<file path="config.mk">
export PLATFORM = sky130hd
export DESIGN_NAME = mshf_filter
export DESIGN_NICKNAME = d
export VERILOG_FILES = /design/src/rtl/mshf_pkg.sv /design/src/rtl/mshf_crc_hash.sv /design/src/rtl/mshf_filter.sv
export SDC_FILE = /design/constraint.sdc
export NUM_CORES = 1
export LEC_CHECK = 0
export BUFFER_PORTS_ARGS = -buffer_cell sky130_fd_sc_hd__buf_2
export CAP_MARGIN = 20
export CELL_PAD_IN_SITES_DETAIL_PLACEMENT = 0
export CELL_PAD_IN_SITES_GLOBAL_PLACEMENT = 1
export CORE_MARGIN = 8
export CORE_UTILIZATION = 45
export DETAILED_ROUTE_END_ITERATION = 12
export GPL_TIMING_DRIVEN = 0
export PLACE_DENSITY_LB_ADDON = 0.25
export SYNTH_ARGS = -nofsm -noshare
export SYNTH_HDL_FRONTEND = slang
export SYNTH_SLANG_ARGS = --single-unit
</file>
<file path="constraint.sdc">
create_clock -name sys_clk_i -period 3.75 [get_ports sys_clk_i]
set_input_delay 0.75 -clock sys_clk_i [delete_from_list [all_inputs] [get_ports sys_clk_i]]
set_output_delay 0.75 -clock sys_clk_i [all_outputs]
set_load 0.05 [all_outputs]
</file>
<file path="src/rtl/mshf_pkg.sv">
// constants, states and carrier types of the station address and group hash filter
package mshf_pkg;

    // apb address width and register index (byte address is four times the index)
    localparam int unsigned APB_AW            = 8;
    localparam logic [5:0]  IDX_ADDR_HIGH     = 6'h02;
    localparam logic [5:0]  IDX_ADDR_LOW      = 6'h03;
    localparam logic [5:0]  IDX_HASH_UPPER    = 6'h04;
    localparam logic [5:0]  IDX_HASH_LOWER    = 6'h05;
    localparam logic [5:0]  IDX_FILTER_CTRL   = 6'h0a;
    localparam logic [5:0]  IDX_FILTER_STATUS = 6'h0b;

    // reset values
    localparam logic [31:0] RST_ADDR_HIGH  = 32'h0000ffff;
    localparam logic [31:0] RST_ADDR_LOW   = 32'h0fffffff;
    localparam logic [31:0] RST_HASH       = 32'h00000000;
    localparam logic        RST_PASS_ALL   = 1'h0;

    // field positions
    localparam int unsigned ADDR_HIGH_W     = 16;
    localparam int unsigned CTRL_PASS_ALL   = 0;
    localparam int unsigned STAT_READY      = 0;
    localparam int unsigned STAT_LOADED     = 1;
    localparam int unsigned HASH_SEL_BIT    = 5;
    localparam int unsigned GROUP_BIT       = 0;

    // configuration memory byte addresses holding the station address
    localparam logic [7:0]  CFG_FIRST_BYTE  = 8'h01;
    localparam logic [7:0]  CFG_LAST_BYTE   = 8'h06;

    // destination address length in bytes, as a last position
    localparam logic [2:0]  LAST_DEST_POS   = 3'h5;

    // reflected ethernet crc
    localparam logic [31:0] CRC_INIT        = 32'hffffffff;
    localparam logic [31:0] CRC_POLY        = 32'hedb88320;

    // preload sequence, gray coded along wait, busy, ready
    typedef enum logic [1:0] {
        LD_WAIT  = 2'b00,
        LD_BUSY  = 2'b01,
        LD_READY = 2'b11
    } mshf_load_state_t;

    // one byte from the configuration memory loader
    typedef struct packed {
        logic       valid;
        logic [7:0] addr;
        logic [7:0] data;
    } mshf_cfg_byte_t;

    // one received byte of a frame
    typedef struct packed {
        logic       valid;
        logic       first;
        logic [7:0] data;
    } mshf_rx_byte_t;

    // filter verdict for one frame
    typedef struct packed {
        logic       valid;
        logic       unicast_match;
        logic       group;
        logic       accept;
        logic [5:0] hash_idx;
    } mshf_rx_result_t;

endpackage

</file>
<file path="src/rtl/mshf_crc_hash.sv">
// running crc over destination address bytes, giving the six-bit hash index
`timescale 1ns/1ps
module mshf_crc_hash (
    // clock, reset, enable
    input  wire logic        sys_clk_i,
    input  wire logic        rst_n_i,
    input  wire logic        ce_i,
    // byte stream
    input  wire logic        byte_valid_i,
    input  wire logic        byte_first_i,
    input  wire logic [7:0]  byte_data_i,
    // hash index of the bytes so far
    output logic      [5:0]  hash_idx_o
);

    logic [31:0] crc_reg;
    logic [31:0] crc_next;

    // one byte step of the reflected crc
    function automatic logic [31:0] crc_step(input logic [31:0] crc, input logic [7:0] b);
        logic [31:0] c;
        c = crc ^ {24'h000000, b};
        for (int i = 0; i < 8; i++) begin
            c = c[0] ? ((c >> 1) ^ mshf_pkg::CRC_POLY) : (c >> 1);
        end
        return c;
    endfunction

    // a first byte restarts from the seed so equal addresses give equal indexes
    always_comb begin
        crc_next = crc_step(byte_first_i ? mshf_pkg::CRC_INIT : crc_reg, byte_data_i);
    end

    // crc register
    always_ff @(posedge sys_clk_i) begin
        if (!rst_n_i) begin
            crc_reg <= mshf_pkg::CRC_INIT;
        end else if (ce_i && byte_valid_i) begin
            crc_reg <= crc_next;
        end
    end

    assign hash_idx_o = crc_reg[5:0];

endmodule

</file>
<file path="src/rtl/mshf_filter.sv">
// station address registers, preload and group hash filter behind an apb slave
//
// Notes on behaviour
// - address bits 47:32 in high register, upper reserved
// - address bits 31:0 fill low register
// - preload only when programmed memory detected
// - memory bytes 5,6 to high bits 7:0,15:8
// - memory bytes 1..4 to low register lanes
// - received bytes match lanes in wire order
// - leftmost address byte is sent first
// - address undefined until preload finishes
// - host writes address only after initialisation
// - 64-bit table filters group destination addresses
// - index msb picks register, rest picks bit
// - 000000 low bit 0, 111111 high bit 31
// - table bit one accepts, zero rejects
// - pass all group frames overrides table
// - table bits 63:32 upper, 31:0 lower
//
// Our own choice: the APB interface to the registers.
`timescale 1ns/1ps
module mshf_filter (
    // clock, reset, enable
    input  wire logic                        sys_clk_i,
    input  wire logic                        rst_n_i,
    input  wire logic                        ce_i,
    // apb slave
    input  wire logic                        psel_i,
    input  wire logic                        penable_i,
    input  wire logic                        pwrite_i,
    input  wire logic [mshf_pkg::APB_AW-1:0] paddr_i,
    input  wire logic [31:0]                 pwdata_i,
    output logic      [31:0]                 prdata_o,
    output logic                             pready_o,
    output logic                             pslverr_o,
    // configuration memory loader
    input  wire logic                        cfg_present_i,
    input  wire logic                        cfg_done_i,
    input  wire mshf_pkg::mshf_cfg_byte_t    cfg_byte_i,
    // receive path
    input  wire mshf_pkg::mshf_rx_byte_t     rx_byte_i,
    output mshf_pkg::mshf_rx_result_t        rx_result_o
);

    // registers
    logic [31:0]                station_address_high_reg;
    logic [31:0]                station_address_low_reg;
    logic [31:0]                group_hash_upper_reg;
    logic [31:0]                group_hash_lower_reg;
    logic                       pass_all_group_frames_reg;
    logic                       loaded_reg;
    mshf_pkg::mshf_load_state_t load_state_reg;
    mshf_pkg::mshf_load_state_t load_state_next;
    // apb
    logic [31:0]                prdata_reg;
    logic                       pready_reg;
    logic                       pslverr_reg;
    logic                       apb_commit;
    logic                       reg_hit;
    logic                       wr_blocked;
    logic [5:0]                 reg_idx;
    // receive
    logic [2:0]                 dest_pos_reg;
    logic                       in_dest_reg;
    logic                       match_reg;
    logic                       group_reg;
    logic                       eval_reg;
    logic [5:0]                 hash_idx;
    logic                       dest_byte_ok;
    mshf_pkg::mshf_rx_result_t  rx_result_reg;

    // byte k of the 48-bit station address, k counted in wire order
    function automatic logic [7:0] addr_byte(input logic [31:0] hi, input logic [31:0] lo,
                                             input logic [2:0] k);
        logic [47:0] a;
        a = {hi[mshf_pkg::ADDR_HIGH_W-1:0], lo};
        return a[{k, 3'h0} +: 8];
    endfunction

    // table bit chosen by a six-bit index
    function automatic logic hash_bit(input logic [31:0] upper, input logic [31:0] lower,
                                      input logic [5:0] idx);
        return idx[mshf_pkg::HASH_SEL_BIT] ? upper[idx[4:0]] : lower[idx[4:0]];
    endfunction

    // ------------------------------------------------------------------
    // preload sequencing
    // ------------------------------------------------------------------

    // next preload state
    // load gated by detection
    always_comb begin
        load_state_next = load_state_reg;
        unique case (load_state_reg)
            mshf_pkg::LD_WAIT: begin
                if (cfg_present_i) begin
                    load_state_next = mshf_pkg::LD_BUSY;
                end else if (cfg_done_i) begin
                    load_state_next = mshf_pkg::LD_READY;
                end
            end
            mshf_pkg::LD_BUSY: begin
                if (cfg_done_i) begin
                    load_state_next = mshf_pkg::LD_READY;
                end
            end
            mshf_pkg::LD_READY: begin
                load_state_next = mshf_pkg::LD_READY;
            end
        endcase
    end

    // preload state register; reset restarts the preload
    always_ff @(posedge sys_clk_i) begin
        if (!rst_n_i) begin
            load_state_reg <= mshf_pkg::LD_WAIT;
        end else if (ce_i) begin
            load_state_reg <= load_state_next;
        end
    end

    // records that a preload really wrote the address
    // address valid only once loaded
    always_ff @(posedge sys_clk_i) begin
        if (!rst_n_i) begin
            loaded_reg <= 1'b0;
        end else if (ce_i && load_state_reg == mshf_pkg::LD_BUSY && cfg_done_i) begin
            loaded_reg <= 1'b1;
        end
    end

    // ------------------------------------------------------------------
    // apb slave, one wait state
    // ------------------------------------------------------------------

    // decode: aligned word, index in paddr[7:2]
    always_comb begin
        reg_idx    = paddr_i[mshf_pkg::APB_AW-1:2];
        reg_hit    = (paddr_i[1:0] == 2'h0) &&
                     (reg_idx == mshf_pkg::IDX_ADDR_HIGH   ||
                      reg_idx == mshf_pkg::IDX_ADDR_LOW    ||
                      reg_idx == mshf_pkg::IDX_HASH_UPPER  ||
                      reg_idx == mshf_pkg::IDX_HASH_LOWER  ||
                      reg_idx == mshf_pkg::IDX_FILTER_CTRL ||
                      reg_idx == mshf_pkg::IDX_FILTER_STATUS);
        // address writes refused before initialisation ends
        wr_blocked = pwrite_i && (load_state_reg != mshf_pkg::LD_READY) &&
                     (reg_idx == mshf_pkg::IDX_ADDR_HIGH || reg_idx == mshf_pkg::IDX_ADDR_LOW);
        apb_commit = psel_i && penable_i && pready_reg;
    end

    // ready, error and read data, prepared one cycle ahead of the commit edge
    always_ff @(posedge sys_clk_i) begin
        if (!rst_n_i) begin
            pready_reg  <= 1'b0;
            pslverr_reg <= 1'b0;
            prdata_reg  <= 32'h00000000;
        end else if (ce_i) begin
            if (psel_i && penable_i && !pready_reg) begin
                pready_reg  <= 1'b1;
                pslverr_reg <= !reg_hit || wr_blocked;
                prdata_reg  <= 32'h00000000;
                if (!pwrite_i && reg_hit) begin
                    unique case (reg_idx)
                        mshf_pkg::IDX_ADDR_HIGH:     prdata_reg <= station_address_high_reg;
                        mshf_pkg::IDX_ADDR_LOW:      prdata_reg <= station_address_low_reg;
                        mshf_pkg::IDX_HASH_UPPER:    prdata_reg <= group_hash_upper_reg;
                        mshf_pkg::IDX_HASH_LOWER:    prdata_reg <= group_hash_lower_reg;
                        mshf_pkg::IDX_FILTER_CTRL: begin
                            prdata_reg[mshf_pkg::CTRL_PASS_ALL] <= pass_all_group_frames_reg;
                        end
                        mshf_pkg::IDX_FILTER_STATUS: begin
                            prdata_reg[mshf_pkg::STAT_READY]  <=
                                (load_state_reg == mshf_pkg::LD_READY);
                            prdata_reg[mshf_pkg::STAT_LOADED] <= loaded_reg;
                        end
                        default: prdata_reg <= 32'h00000000;
                    endcase
                end
            end else begin
                pready_reg  <= 1'b0;
                pslverr_reg <= 1'b0;
            end
        end
    end

    // ------------------------------------------------------------------
    // station address registers
    // ------------------------------------------------------------------

    // high register: preload bytes 5 and 6, or host writes after init
    always_ff @(posedge sys_clk_i) begin
        if (!rst_n_i) begin
            station_address_high_reg <= mshf_pkg::RST_ADDR_HIGH;
        end else if (ce_i) begin
            if (load_state_reg == mshf_pkg::LD_BUSY && cfg_byte_i.valid &&
                cfg_byte_i.addr >= mshf_pkg::CFG_FIRST_BYTE + 8'h04 &&
                cfg_byte_i.addr <= mshf_pkg::CFG_LAST_BYTE) begin
                station_address_high_reg[{cfg_byte_i.addr[0] ? 2'h0 : 2'h1, 3'h0} +: 8]
                    <= cfg_byte_i.data;
            end else if (apb_commit && pwrite_i && !pslverr_reg &&
                         reg_idx == mshf_pkg::IDX_ADDR_HIGH) begin
                station_address_high_reg <= {16'h0000, pwdata_i[mshf_pkg::ADDR_HIGH_W-1:0]};
            end
        end
    end

    // low register: preload bytes 1 to 4, or host writes after init
    always_ff @(posedge sys_clk_i) begin
        if (!rst_n_i) begin
            station_address_low_reg <= mshf_pkg::RST_ADDR_LOW;
        end else if (ce_i) begin
            if (load_state_reg == mshf_pkg::LD_BUSY && cfg_byte_i.valid &&
                cfg_byte_i.addr >= mshf_pkg::CFG_FIRST_BYTE &&
                cfg_byte_i.addr < mshf_pkg::CFG_FIRST_BYTE + 8'h04) begin
                station_address_low_reg[{cfg_byte_i.addr[1:0] - 2'h1, 3'h0} +: 8]
                    <= cfg_byte_i.data;
            end else if (apb_commit && pwrite_i && !pslverr_reg &&
                         reg_idx == mshf_pkg::IDX_ADDR_LOW) begin
                station_address_low_reg <= pwdata_i;
            end
        end
    end

    // hash table and pass-all control
    // upper and lower table halves
    always_ff @(posedge sys_clk_i) begin
        if (!rst_n_i) begin
            group_hash_upper_reg      <= mshf_pkg::RST_HASH;
            group_hash_lower_reg      <= mshf_pkg::RST_HASH;
            pass_all_group_frames_reg <= mshf_pkg::RST_PASS_ALL;
        end else if (ce_i && apb_commit && pwrite_i && !pslverr_reg) begin
            if (reg_idx == mshf_pkg::IDX_HASH_UPPER) begin
                group_hash_upper_reg <= pwdata_i;
            end
            if (reg_idx == mshf_pkg::IDX_HASH_LOWER) begin
                group_hash_lower_reg <= pwdata_i;
            end
            if (reg_idx == mshf_pkg::IDX_FILTER_CTRL) begin
                pass_all_group_frames_reg <= pwdata_i[mshf_pkg::CTRL_PASS_ALL];
            end
        end
    end

    // ------------------------------------------------------------------
    // receive path: destination compare and hash
    // ------------------------------------------------------------------

    mshf_crc_hash u_crc_hash (
        .sys_clk_i    (sys_clk_i),
        .rst_n_i      (rst_n_i),
        .ce_i         (ce_i),
        .byte_valid_i (rx_byte_i.valid && (rx_byte_i.first || in_dest_reg)),
        .byte_first_i (rx_byte_i.first),
        .byte_data_i  (rx_byte_i.data),
        .hash_idx_o   (hash_idx)
    );

    // byte position k meets lane k
    // first received byte is the leftmost
    always_comb begin
        dest_byte_ok = rx_byte_i.data ==
            addr_byte(station_address_high_reg, station_address_low_reg,
                      rx_byte_i.first ? 3'h0 : dest_pos_reg);
    end

    // walk the six destination bytes, accumulating the match
    always_ff @(posedge sys_clk_i) begin
        if (!rst_n_i) begin
            dest_pos_reg <= 3'h0;
            in_dest_reg  <= 1'b0;
            match_reg    <= 1'b0;
            group_reg    <= 1'b0;
            eval_reg     <= 1'b0;
        end else if (ce_i) begin
            eval_reg <= 1'b0;
            if (rx_byte_i.valid && (rx_byte_i.first || in_dest_reg)) begin
                if (rx_byte_i.first) begin
                    match_reg <= dest_byte_ok;
                    group_reg <= rx_byte_i.data[mshf_pkg::GROUP_BIT];
                end else begin
                    match_reg <= match_reg && dest_byte_ok;
                end
                if (!rx_byte_i.first && dest_pos_reg == mshf_pkg::LAST_DEST_POS) begin
                    in_dest_reg  <= 1'b0;
                    dest_pos_reg <= 3'h0;
                    eval_reg     <= 1'b1;
                end else begin
                    in_dest_reg  <= 1'b1;
                    dest_pos_reg <= rx_byte_i.first ? 3'h1 : dest_pos_reg + 3'h1;
                end
            end
        end
    end

    // verdict one cycle after the sixth byte
    always_ff @(posedge sys_clk_i) begin
        if (!rst_n_i) begin
            rx_result_reg <= '0;
        end else if (ce_i) begin
            rx_result_reg.valid         <= eval_reg;
            rx_result_reg.unicast_match <= eval_reg && !group_reg && match_reg;
            rx_result_reg.group         <= eval_reg && group_reg;
            rx_result_reg.hash_idx      <= hash_idx;
            // index zero is lower bit 0
            rx_result_reg.accept <= eval_reg &&
                (group_reg ? (pass_all_group_frames_reg ||
                              hash_bit(group_hash_upper_reg, group_hash_lower_reg, hash_idx))
                           : match_reg);
        end
    end

    // outputs straight from flip-flops
    assign prdata_o    = prdata_reg;
    assign pready_o    = pready_reg;
    assign pslverr_o   = pslverr_reg;
    assign rx_result_o = rx_result_reg;

    // table bit taken from a flat 64-bit view
    logic [63:0] hash_flat;
    assign hash_flat = {group_hash_upper_reg, group_hash_lower_reg};
endmodule

</file>
==> results of run 1 <==
-- kinds of logic after synthesis --
kind of cell,count (synthesis),synth area share [%]
compound gates,342,22.84
xor+xnor,82,7.481
fa+ha+maj,8,0.9095
mux,79,9.550
buf+inv,116,4.400
flops,199,36.20
simple gates,446,18.62
-- layer usage --
layer	up-vias	routed length, um	track usage, %
met5	-	0	0
met4	0	1114	8.733
met3	62	3800	5.205
met2	526	17440	41.17
met1	4980	18620	39.17
li1	4798	-	-
-- how the worst min path moves through the flow --
| stage | startpoint | end | slack, ns | cells after the start |
|---|---|---|---|---|
| after CTS | loaded_reg | loaded_reg | 0.48 | 1 |
| after global placement | loaded_reg | loaded_reg | 0.45 | 1 |
| final | loaded_reg | loaded_reg | 0.48 | 1 |
| after detailed placement | loaded_reg | loaded_reg | 0.46 | 1 |
| after global routing | loaded_reg | loaded_reg | 0.50 | 1 |
| after floorplan | u_crc_hash.crc_reg[19] | u_crc_hash.crc_reg[19] | 0.44 | 2 |
-- cell usage after synthesis (35+ instances only) --
library cell    n
clkbuf_1       64
o21ai_0        36
a21boi_0       72
nor2b_1        46
mux2i_1        51
o211ai_1       56
dfxtp_1       199
a21oi_1        35
a22o_1         41
nor2_1         54
nand2_1       245
xnor2_1        55
-- final cells by class --
type,count,area share (%)
plain buffers,103,3.462
clock buffers,18,3.413
clock inverters,14,1.274
inverters,13,0.3880
multi-input cells,957,51.98
flip-flops and latches,199,31.68
well taps,324,3.224
repair buffers,115,4.577
-- power groups by stage --
stage | clock network [mW] | registers [mW] | logic (mW)
3_5_place_dp | 0 | 2.22 | 0.738
5_1_grt | 1.99 | 2.18 | 0.797
4_1_cts | 1.91 | 2.17 | 0.741
2_1_floorplan | 0 | 2.24 | 0.482
3_3_place_gp | 0 | 2.22 | 0.735
6_report | 1.90 | 2.17 | 0.751
-- metrics by stage --
| stage | instances | hold slack (ns) | TNS, ns | setup WS (ns) | util [%] |
|---|---|---|---|---|---|
| floorplan | 1272 | 0.4369 | 0 | 0.8645 | - |
| global route | 1743 | 0.4951 | 0 | 0.09687 | 52.02 |
| CTS | 1742 | 0.4753 | 0 | 0.3249 | 52.00 |
| finish | 1743 | 0.4775 | 0 | 0.1439 | 52.02 |
| detailed placement | 1710 | 0.4580 | -2.221 | -0.1385 | 49.56 |
| global placement | 1710 | 0.4499 | -2.245 | -0.1517 | 49.56 |
==> results.txt, run 1 <==
Synth top area share = 36.20%
Number of synthesized flops with an enable pin = 0
Reg power frac = 45.0%
Clock transition at path regs = 0.07 ns
DIE WIDTH = 172.4 um
GRT Total Usage = 27.51%
Nets = 1489
Fillcell total = 2332
Final wirelength = 40.97 mm
Vias per inst = 5.947
Worst slew pin tran = 0.8459 ns
Synth cell types = 72
Cts bufs inserted = 17
Net Switching = 1.427 mW
CP Data Required Time = 4.09 ns
Fmax = 277.3 MHz
Mapped Avg Cell Area = 8.652 um^2
Initial Util = 45.52%
Final setup viols = 0
Switching Share = 29.57%
FF/Latch Area = 0.003984 mm^2
IO Port Bufs = 114
Cts hold-fix bufs = 0
HP Class = reg -> reg
#FFs+latches synth = 199
Total of warnings raised by yosys = 0
# Post-CTS Setup Buffers = 0
Worst Setup SP = cfg_byte_i[8]
R2r endpoint = station_address_low_reg[30]
CTS tree = built
Largest delay share family, worst path = buffers and inverters
H-tree depth = 4
Core area = 0.02418 mm^2
Fin. Hold Viols = 0
Final period util = 96.16%
GPL Wtd Cong = 0.9411
Number of global-route vias before repair = 9620
Type of element launching the critical path = input port
Largest net degree at the start of global routing = 20
Later-pin clock latency in the skew report = 0.45 ns
Fin. max-slew vios = 0
Pwr Density = 383.8 mW/mm^2
Drt wl/cell = 23.51 um
Synth Instances = 1272
Die area = 0.02972 mm^2
Setup crit end kind = flop
Area added between synthesis and finish = 14.27%
Clock group share of total power = 39.5%
Max Cap Viol = 0
Multi-input logic area = 0.006538 mm^2
Most frequent cells in the layout = nand2_1, dfxtp_1, buf_2
Post-cts resize count = 0
Area leader, netlist = dfxtp_1
Initial antenna violation count = 0
First-pass GRT wire length = 60.60 mm
Ys flop type = dfxtp_1
Unrepaired setup endpoints after global routing = no
Worst R2R Path Depth = 8
Clk buf depth = 2
Logic pwr share = 15.5%
Buf/Inv on CP = 5
Worst VDD drop = 0.2118 mV
Clock period minus worst slack = 3.606 ns
Outcome = complete, no violations
Worst Setup EP = station_address_low_reg[30]
Clk root buf = clkbuf_16
Clock Skew = 0.009495 ns
Layout cells sized above 1 = 15.50%
Most common cell after layout, fill and taps aside = nand2_1
Clock sinks = 199
Critical path depth in cells = 12
Max Fanout on Critical Path = 10
FP Rows = 57
Overflow after GRT = 0
R2r setup slk = 1.03 ns
CP dominant cell by count = buf_2
Worst path max stage delay = 0.45 ns
DR pass1 iterations = 6
Number of I/O pins = 119
Iter 0 DRT Violations = 1411
Fin area = 0.01258 mm^2
Worst path slowest cell = clkbuf_1
Worst setup path class = in -> reg
CP Cell Sequence = buf_2 > clkbuf_1 > inv_1 > ha_1 > or3b_2 > o2111a_1 > a32oi_1 > buf_2 > nor2_1 > buf_2 > nand3_1 > o211a_1
DRC = 0
FFs w/ async S/R, synth = 0%
Internal = 3.400 mW
Relative slew slack = 43.60%
DP Area = 0.01198 mm^2
Synthesized Nets = 1355
Mapped Area = 0.01101 mm^2
Critical Path AT = 3.95 ns
Routed Antenna Nets = 0
RR Startpoint = load_state_reg[0]
P_leak = 5.043 nW
Tot Pwr = 4.827 mW
Diodes inserted = 0
Post-DP HPWL = 31.56 mm
Die height = 172.4 um
Via Count = 10370
Seq/Total Area, Yosys = 36.20%
Top post-synthesis cells by area = dfxtp_1, nand2_1, a21boi_0
Power figures use the tool's default switching activity.
==> run 2, diff against run 1 <==
BUFFER_PORTS_ARGS = -buffer_cell sky130_fd_sc_hd__buf_4   (was -buffer_cell sky130_fd_sc_hd__buf_2)
CORE_MARGIN = 10   (was 8)
==> run 2 against run 1 <==
Worst setup slack gained 0.035 ns. Sequential power is essentially flat. Register-to-register slack is essentially flat. Clock power is essentially flat. Largest cell class unchanged.
==> results.txt, run 2 (same netlist as run 1, synthesis figures left out) <==
Type of element launching the critical path = input port
HP Class = reg -> reg
Hold path depth = 1 (unchanged)
Worst slack, placed = -0.1058 ns (+0.03264 ns)
Via Count = 10350 (-0.12%)
GPL Wtd Cong = 0.9569 (+1.7%)
Max Cap Viol = 0 (unchanged)
Worst setup path class = in -> reg
Clock period minus worst slack = 3.571 ns (-0.03509 ns)
Final core utilization = 53.14% (+1.1 points)
Clock sinks = 199 (unchanged)
GRT Total Usage = 26.21% (-1.3 points)
Cts hold-fix bufs = 0 (unchanged)
Critical Path AT = 3.87 ns (-0.08 ns)
Final setup viols = 0 (unchanged)
Clock transition at path regs = 0.08 ns (about the same)
Fillcell total = 2357 (+1.1%)
DIE WIDTH = 176.4 um (+2.3%)
Routed Antenna Nets = 0 (unchanged)
H-tree depth = 4 (unchanged)
Iter 0 DRT Violations = 1267 (-10%)
Number of global-route vias before repair = 9914 (+3.1%)
Most frequent cells in the layout = nand2_1, dfxtp_1, buf_4
Setup ws final = 0.1790 ns (+0.03509 ns)
Initial antenna violation count = 0 (unchanged)
P_leak = 5.108 nW (+1.3%)
Area added between synthesis and finish = 16.73%
Pwr Density = 375.2 mW/mm^2 (-2.2%)
Outcome = complete, no violations
Diodes inserted = 0 (unchanged)
Max Fanout on Critical Path = 10 (unchanged)
FP Rows = 57 (unchanged)
Setup crit end kind = flop
Later-pin clock latency in the skew report = 0.45 ns (about the same)
Fmax = 280.0 MHz (+0.98%)
Post-cts resize count = 0 (unchanged)
Post-DP HPWL = 31.74 mm (+0.58%)
Clk root buf = clkbuf_16
Largest net degree at the start of global routing = 19 (-5.0%)
CTS tree = built
Final wirelength = 41.32 mm (+0.84%)
Die height = 176.4 um (+2.3%)
Number of I/O pins = 119 (unchanged)
Initial Util = 45.52% (unchanged)
Layout cells sized above 1 = 15.51% (about the same)
CP Data Required Time = 4.04 ns (-0.05 ns)
Cts bufs inserted = 17 (unchanged)
Overflow after GRT = 0 (unchanged)
Final period util = 95.23% (-0.94 points)
Unrepaired setup endpoints after global routing = no
FF/Latch Area = 0.003984 mm^2 (unchanged)
Relative slew slack = 43.31% (-0.29 points)
Most common cell after layout, fill and taps aside = nand2_1
Worst slew pin tran = 0.8426 ns (-0.003359 ns)
Fin. max-slew vios = 0 (unchanged)
Clock Skew = 0.01340 ns (+0.003904 ns)
Multi-input logic area = 0.006538 mm^2 (unchanged)
IO Port Bufs = 114 (unchanged)
Worst R2R Path Depth = 8 (unchanged)
Drt wl/cell = 23.72 um (+0.90%)
Vias per inst = 5.944 (about the same)
Fin. Hold Viols = 0 (unchanged)
DR pass1 iterations = 5 (-1)
Core area = 0.02418 mm^2 (unchanged)
DRC = 0 (unchanged)
# Post-CTS Setup Buffers = 0 (unchanged)
First-pass GRT wire length = 62.05 mm (+2.4%)
Tot Pwr = 4.821 mW (-0.12%)
Die area = 0.03111 mm^2 (+4.7%)
Nets = 1489 (unchanged)
Clk buf depth = 2 (unchanged)
Worst VDD drop = 0.2937 mV (+39%)
## run 2: cell types whose count changed in the layout (fill, tap and decap cells not counted), sizes merged
cell and change:
buf +1, clkbuf -1, clkinv +4, clkinvlp -3, inv -2
## run 2: worst max-delay path, cell delays in order
cell	delay, ns
buf_4	0.15
clkbuf_1	0.26
inv_1	0.29
ha_1	0.28
or3b_2	0.49
o2111a_1	0.26
a32oi_1	0.47
o21bai_1	0.44
buf_2	0.34
o211ai_1	0.12
## run 2: final timing paths
path | startpoint | endpoint | slack, ns
hold reg to reg | loaded_reg | loaded_reg | 0.48
setup / recovery | cfg_byte_i[8] | station_address_low_reg[4] | 0.18
hold / removal | loaded_reg | loaded_reg | 0.48
setup reg to reg | load_state_reg[0] | station_address_low_reg[31] | 1.02
## run 2: routing by layer
layer	vias up	share of wire (%)	track usage, %	wire length [um]
met2	517	43	38.99	17730
met3	72	10	7.176	4114
met5	-	0	0	0
met4	0	2.6	7.285	1086
met1	4977	45	36.42	18390
li1	4788	-	-	-
## run 2: layout make-up
type | instances | area share [%]
Multi-Input combinational cell | 957 | 50.89
Sequential cell | 199 | 31.01
Timing Repair Buffer | 115 | 6.700
Clock buffer | 18 | 3.418
Buffer | 103 | 3.389
Tap cell | 324 | 3.155
Clock inverter | 13 | 1.062
Inverter | 13 | 0.3798
## run 2: metrics by stage
stage | hold slack, ns | TNS (ns) | cells | area [um^2]
3_3_place_gp | 0.4505 | -0.6098 | 1710 | 12270
4_1_cts | 0.4761 | 0 | 1741 | 12840
6_report | 0.4760 | 0 | 1742 | 12850
2_1_floorplan | 0.4369 | 0 | 1272 | 11010
5_1_grt | 0.5049 | 0 | 1742 | 12850
3_5_place_dp | 0.4570 | -1.068 | 1710 | 12270
## run 2: power breakdown
group	leakage [nW]	total, mW	switching, mW	internal (mW)
logic	3.21	0.778	0.453	0.325
registers	1.61	2.17	0.0247	2.15
clock network	0.286	1.87	0.917	0.953
total	5.11	4.82	1.40	3.43
==> run 3, diff against run 2 <==
CORE_MARGIN = 1   (was 10)
==> run 3 against run 2 <==
Sequential power about the same. Utilization up 1.1 points. Highest routed layer is now met5. Flip-flop and latch count unchanged. Combinational power about the same. Wire length down 2.6%. Largest cell class unchanged. Critical path type unchanged.
==> results.txt, run 3 (same netlist as run 1, synthesis figures left out) <==
Clk buf depth = 2 (unchanged)
Final wirelength = 40.26 mm (-2.6%)
Cts bufs inserted = 17 (unchanged)
Clock period minus worst slack = 3.560 ns (-0.01124 ns)
RR Startpoint = dest_pos_reg[0]
Routed Antenna Nets = 0 (unchanged)
Fin. Hold Viols = 0 (unchanged)
P_leak = 5.128 nW (+0.40%)
TNS Setup = 0 ns (unchanged)
Later-pin clock latency in the skew report = 0.44 ns (about the same)
Clock Skew = 0.009126 ns (-0.004273 ns)
Layout cells sized above 1 = 15.38% (-0.13 points)
Iter 0 DRT Violations = 1104 (-13%)
Vias per inst = 5.952 (+0.13%)
DIE WIDTH = 158.4 um (-10%)
Max Fanout on Critical Path = 10 (unchanged)
Post-cts resize count = 0 (unchanged)
Non-Filler Instances = 1736 (-0.34%)
H-tree depth = 4 (unchanged)
# Post-CTS Setup Buffers = 0 (unchanged)
Final core utilization = 54.27% (+1.1 points)
Number of I/O pins = 119 (unchanged)
Post-DP HPWL = 30.61 mm (-3.6%)
Worst slew pin tran = 0.8476 ns (+0.004963 ns)
Number of global-route vias before repair = 9396 (-5.2%)
Die area = 0.02509 mm^2 (-19%)
Fin. max-slew vios = 0 (unchanged)
Placed Cells = 1705 (-0.29%)
Most frequent cells in the layout = nand2_1, dfxtp_1, buf_4
Cts hold-fix bufs = 0 (unchanged)
Initial antenna violation count = 1 (+1)
Worst R2R Path Depth = 7 (-1)
GRT Total Usage = 32.46% (+6.3 points)
Unrepaired setup endpoints after global routing = no
R2r setup slk = 1.09 ns (+0.07 ns)
Diodes inserted = 0 (unchanged)
Critical Path AT = 3.84 ns (-0.03 ns)
Clock sinks = 199 (unchanged)
Clk root buf = clkbuf_16
Nets = 1489 (unchanged)
Die height = 158.4 um (-10%)
Overflow after GRT = 0 (unchanged)
R2r endpoint = match_reg
Drt wl/cell = 23.19 um (-2.2%)
Initial Util = 46.33% (+0.81 points)
Hold path depth = 1 (unchanged)
GPL Wtd Cong = 0.9813 (+2.5%)
First-pass GRT wire length = 59.22 mm (-4.6%)
IO Port Bufs = 114 (unchanged)
Via Count = 10330 (-0.21%)
Most common cell after layout, fill and taps aside = nand2_1
Final setup viols = 0 (unchanged)
Hold_ws = 0.4786 ns (+0.002566 ns)
Max Cap Viol = 0 (unchanged)
DRC = 0 (unchanged)
CTS tree = built
FP Rows = 56 (-1.8%)
Core area = 0.02375 mm^2 (-1.8%)
CP Data Required Time = 4.03 ns (about the same)
Worst slack, placed = -0.1149 ns (-0.009070 ns)
Final period util = 94.93% (-0.30 points)
Worst setup path class = in -> reg
Hold_sp = loaded_reg
Setup ws final = 0.1902 ns (+0.01124 ns)
Hold Path Sink = loaded_reg
Relative slew slack = 42.98% (-0.33 points)
Clock transition at path regs = 0.07 ns (about the same)
Type of element launching the critical path = input port
Setup crit end kind = flop
Area added between synthesis and finish = 17.13%
Worst VDD drop = 0.3068 mV (+4.5%)
Pwr Density = 384.5 mW/mm^2 (+2.5%)
Largest net degree at the start of global routing = 17 (-2)
HP Class = reg -> reg
DR pass1 iterations = 6 (+1)
Outcome = complete, no violations
Fmax = 280.9 MHz (+0.32%)
==> run 3: cell count changes in the layout (fill, tap and decap cells not counted) <==
cell	previous run	this run
clkinv_4	5	3
clkbuf_1	64	65
bufinv_16	1	4
clkbuf_2	1	2
inv_8	2	0
buf_2	21	20
clkbuf_8	1	2
inv_6	4	2
==> run 3: power breakdown <==
| group | internal, mW | total, mW | switching (mW) |
|---|---|---|---|
| clock | 1.15 | 2.01 | 0.854 |
| sequential | 2.15 | 2.17 | 0.0246 |
| combinational | 0.325 | 0.775 | 0.450 |
==> run 3: per-stage QoR <==
stage               power [mW]  area, um^2
floorplan                2.719       11010
finish                   4.956       12890
detailed placement       2.981       12260
global route             5.097       12890
global placement         2.978       12260
CTS                      4.957       12890
==> run 3: per-layer routing <==
layer	vias up	track usage, %	routed length, um
li1	4796	-	-
met1	4956	47.02	18370
met2	495	47.35	16920
met3	83	6.260	3490
met4	2	11.90	1468
met5	-	0	10
==> run 3: worst max path at each step <==
stage / start / to / depth (start not counted)
after floorplan: cfg_byte_i[8] / station_address_low_reg[28] / 10
final: cfg_byte_i[8] / station_address_low_reg[2] / 10
after global placement: cfg_byte_i[8] / station_address_low_reg[1] / 10
after CTS: cfg_byte_i[8] / station_address_low_reg[2] / 10
after global routing: cfg_byte_i[8] / station_address_low_reg[2] / 10
after detailed placement: cfg_byte_i[8] / station_address_low_reg[0] / 10
==> run 3: layout make-up <==
cell class / instances / area, um^2
fill: 2287 / 10860
multi-input combinational: 957 / 6538
tap: 319 / 399.1
inverter: 13 / 48.80
clock buffer: 20 / 456.7
buffer: 103 / 435.4
sequential: 199 / 3984
clock inverter: 10 / 168.9
timing repair buffer: 115 / 860.8
==> run 3: worst max-delay path: stages <==
cell and delay [ns]:
buf_4 0.15, clkbuf_1 0.24, inv_1 0.26, ha_1 0.27, or3b_2 0.49, o2111a_1 0.26, a32oi_1 0.47, o21bai_1 0.44
buf_2 0.35, o211ai_1 0.13
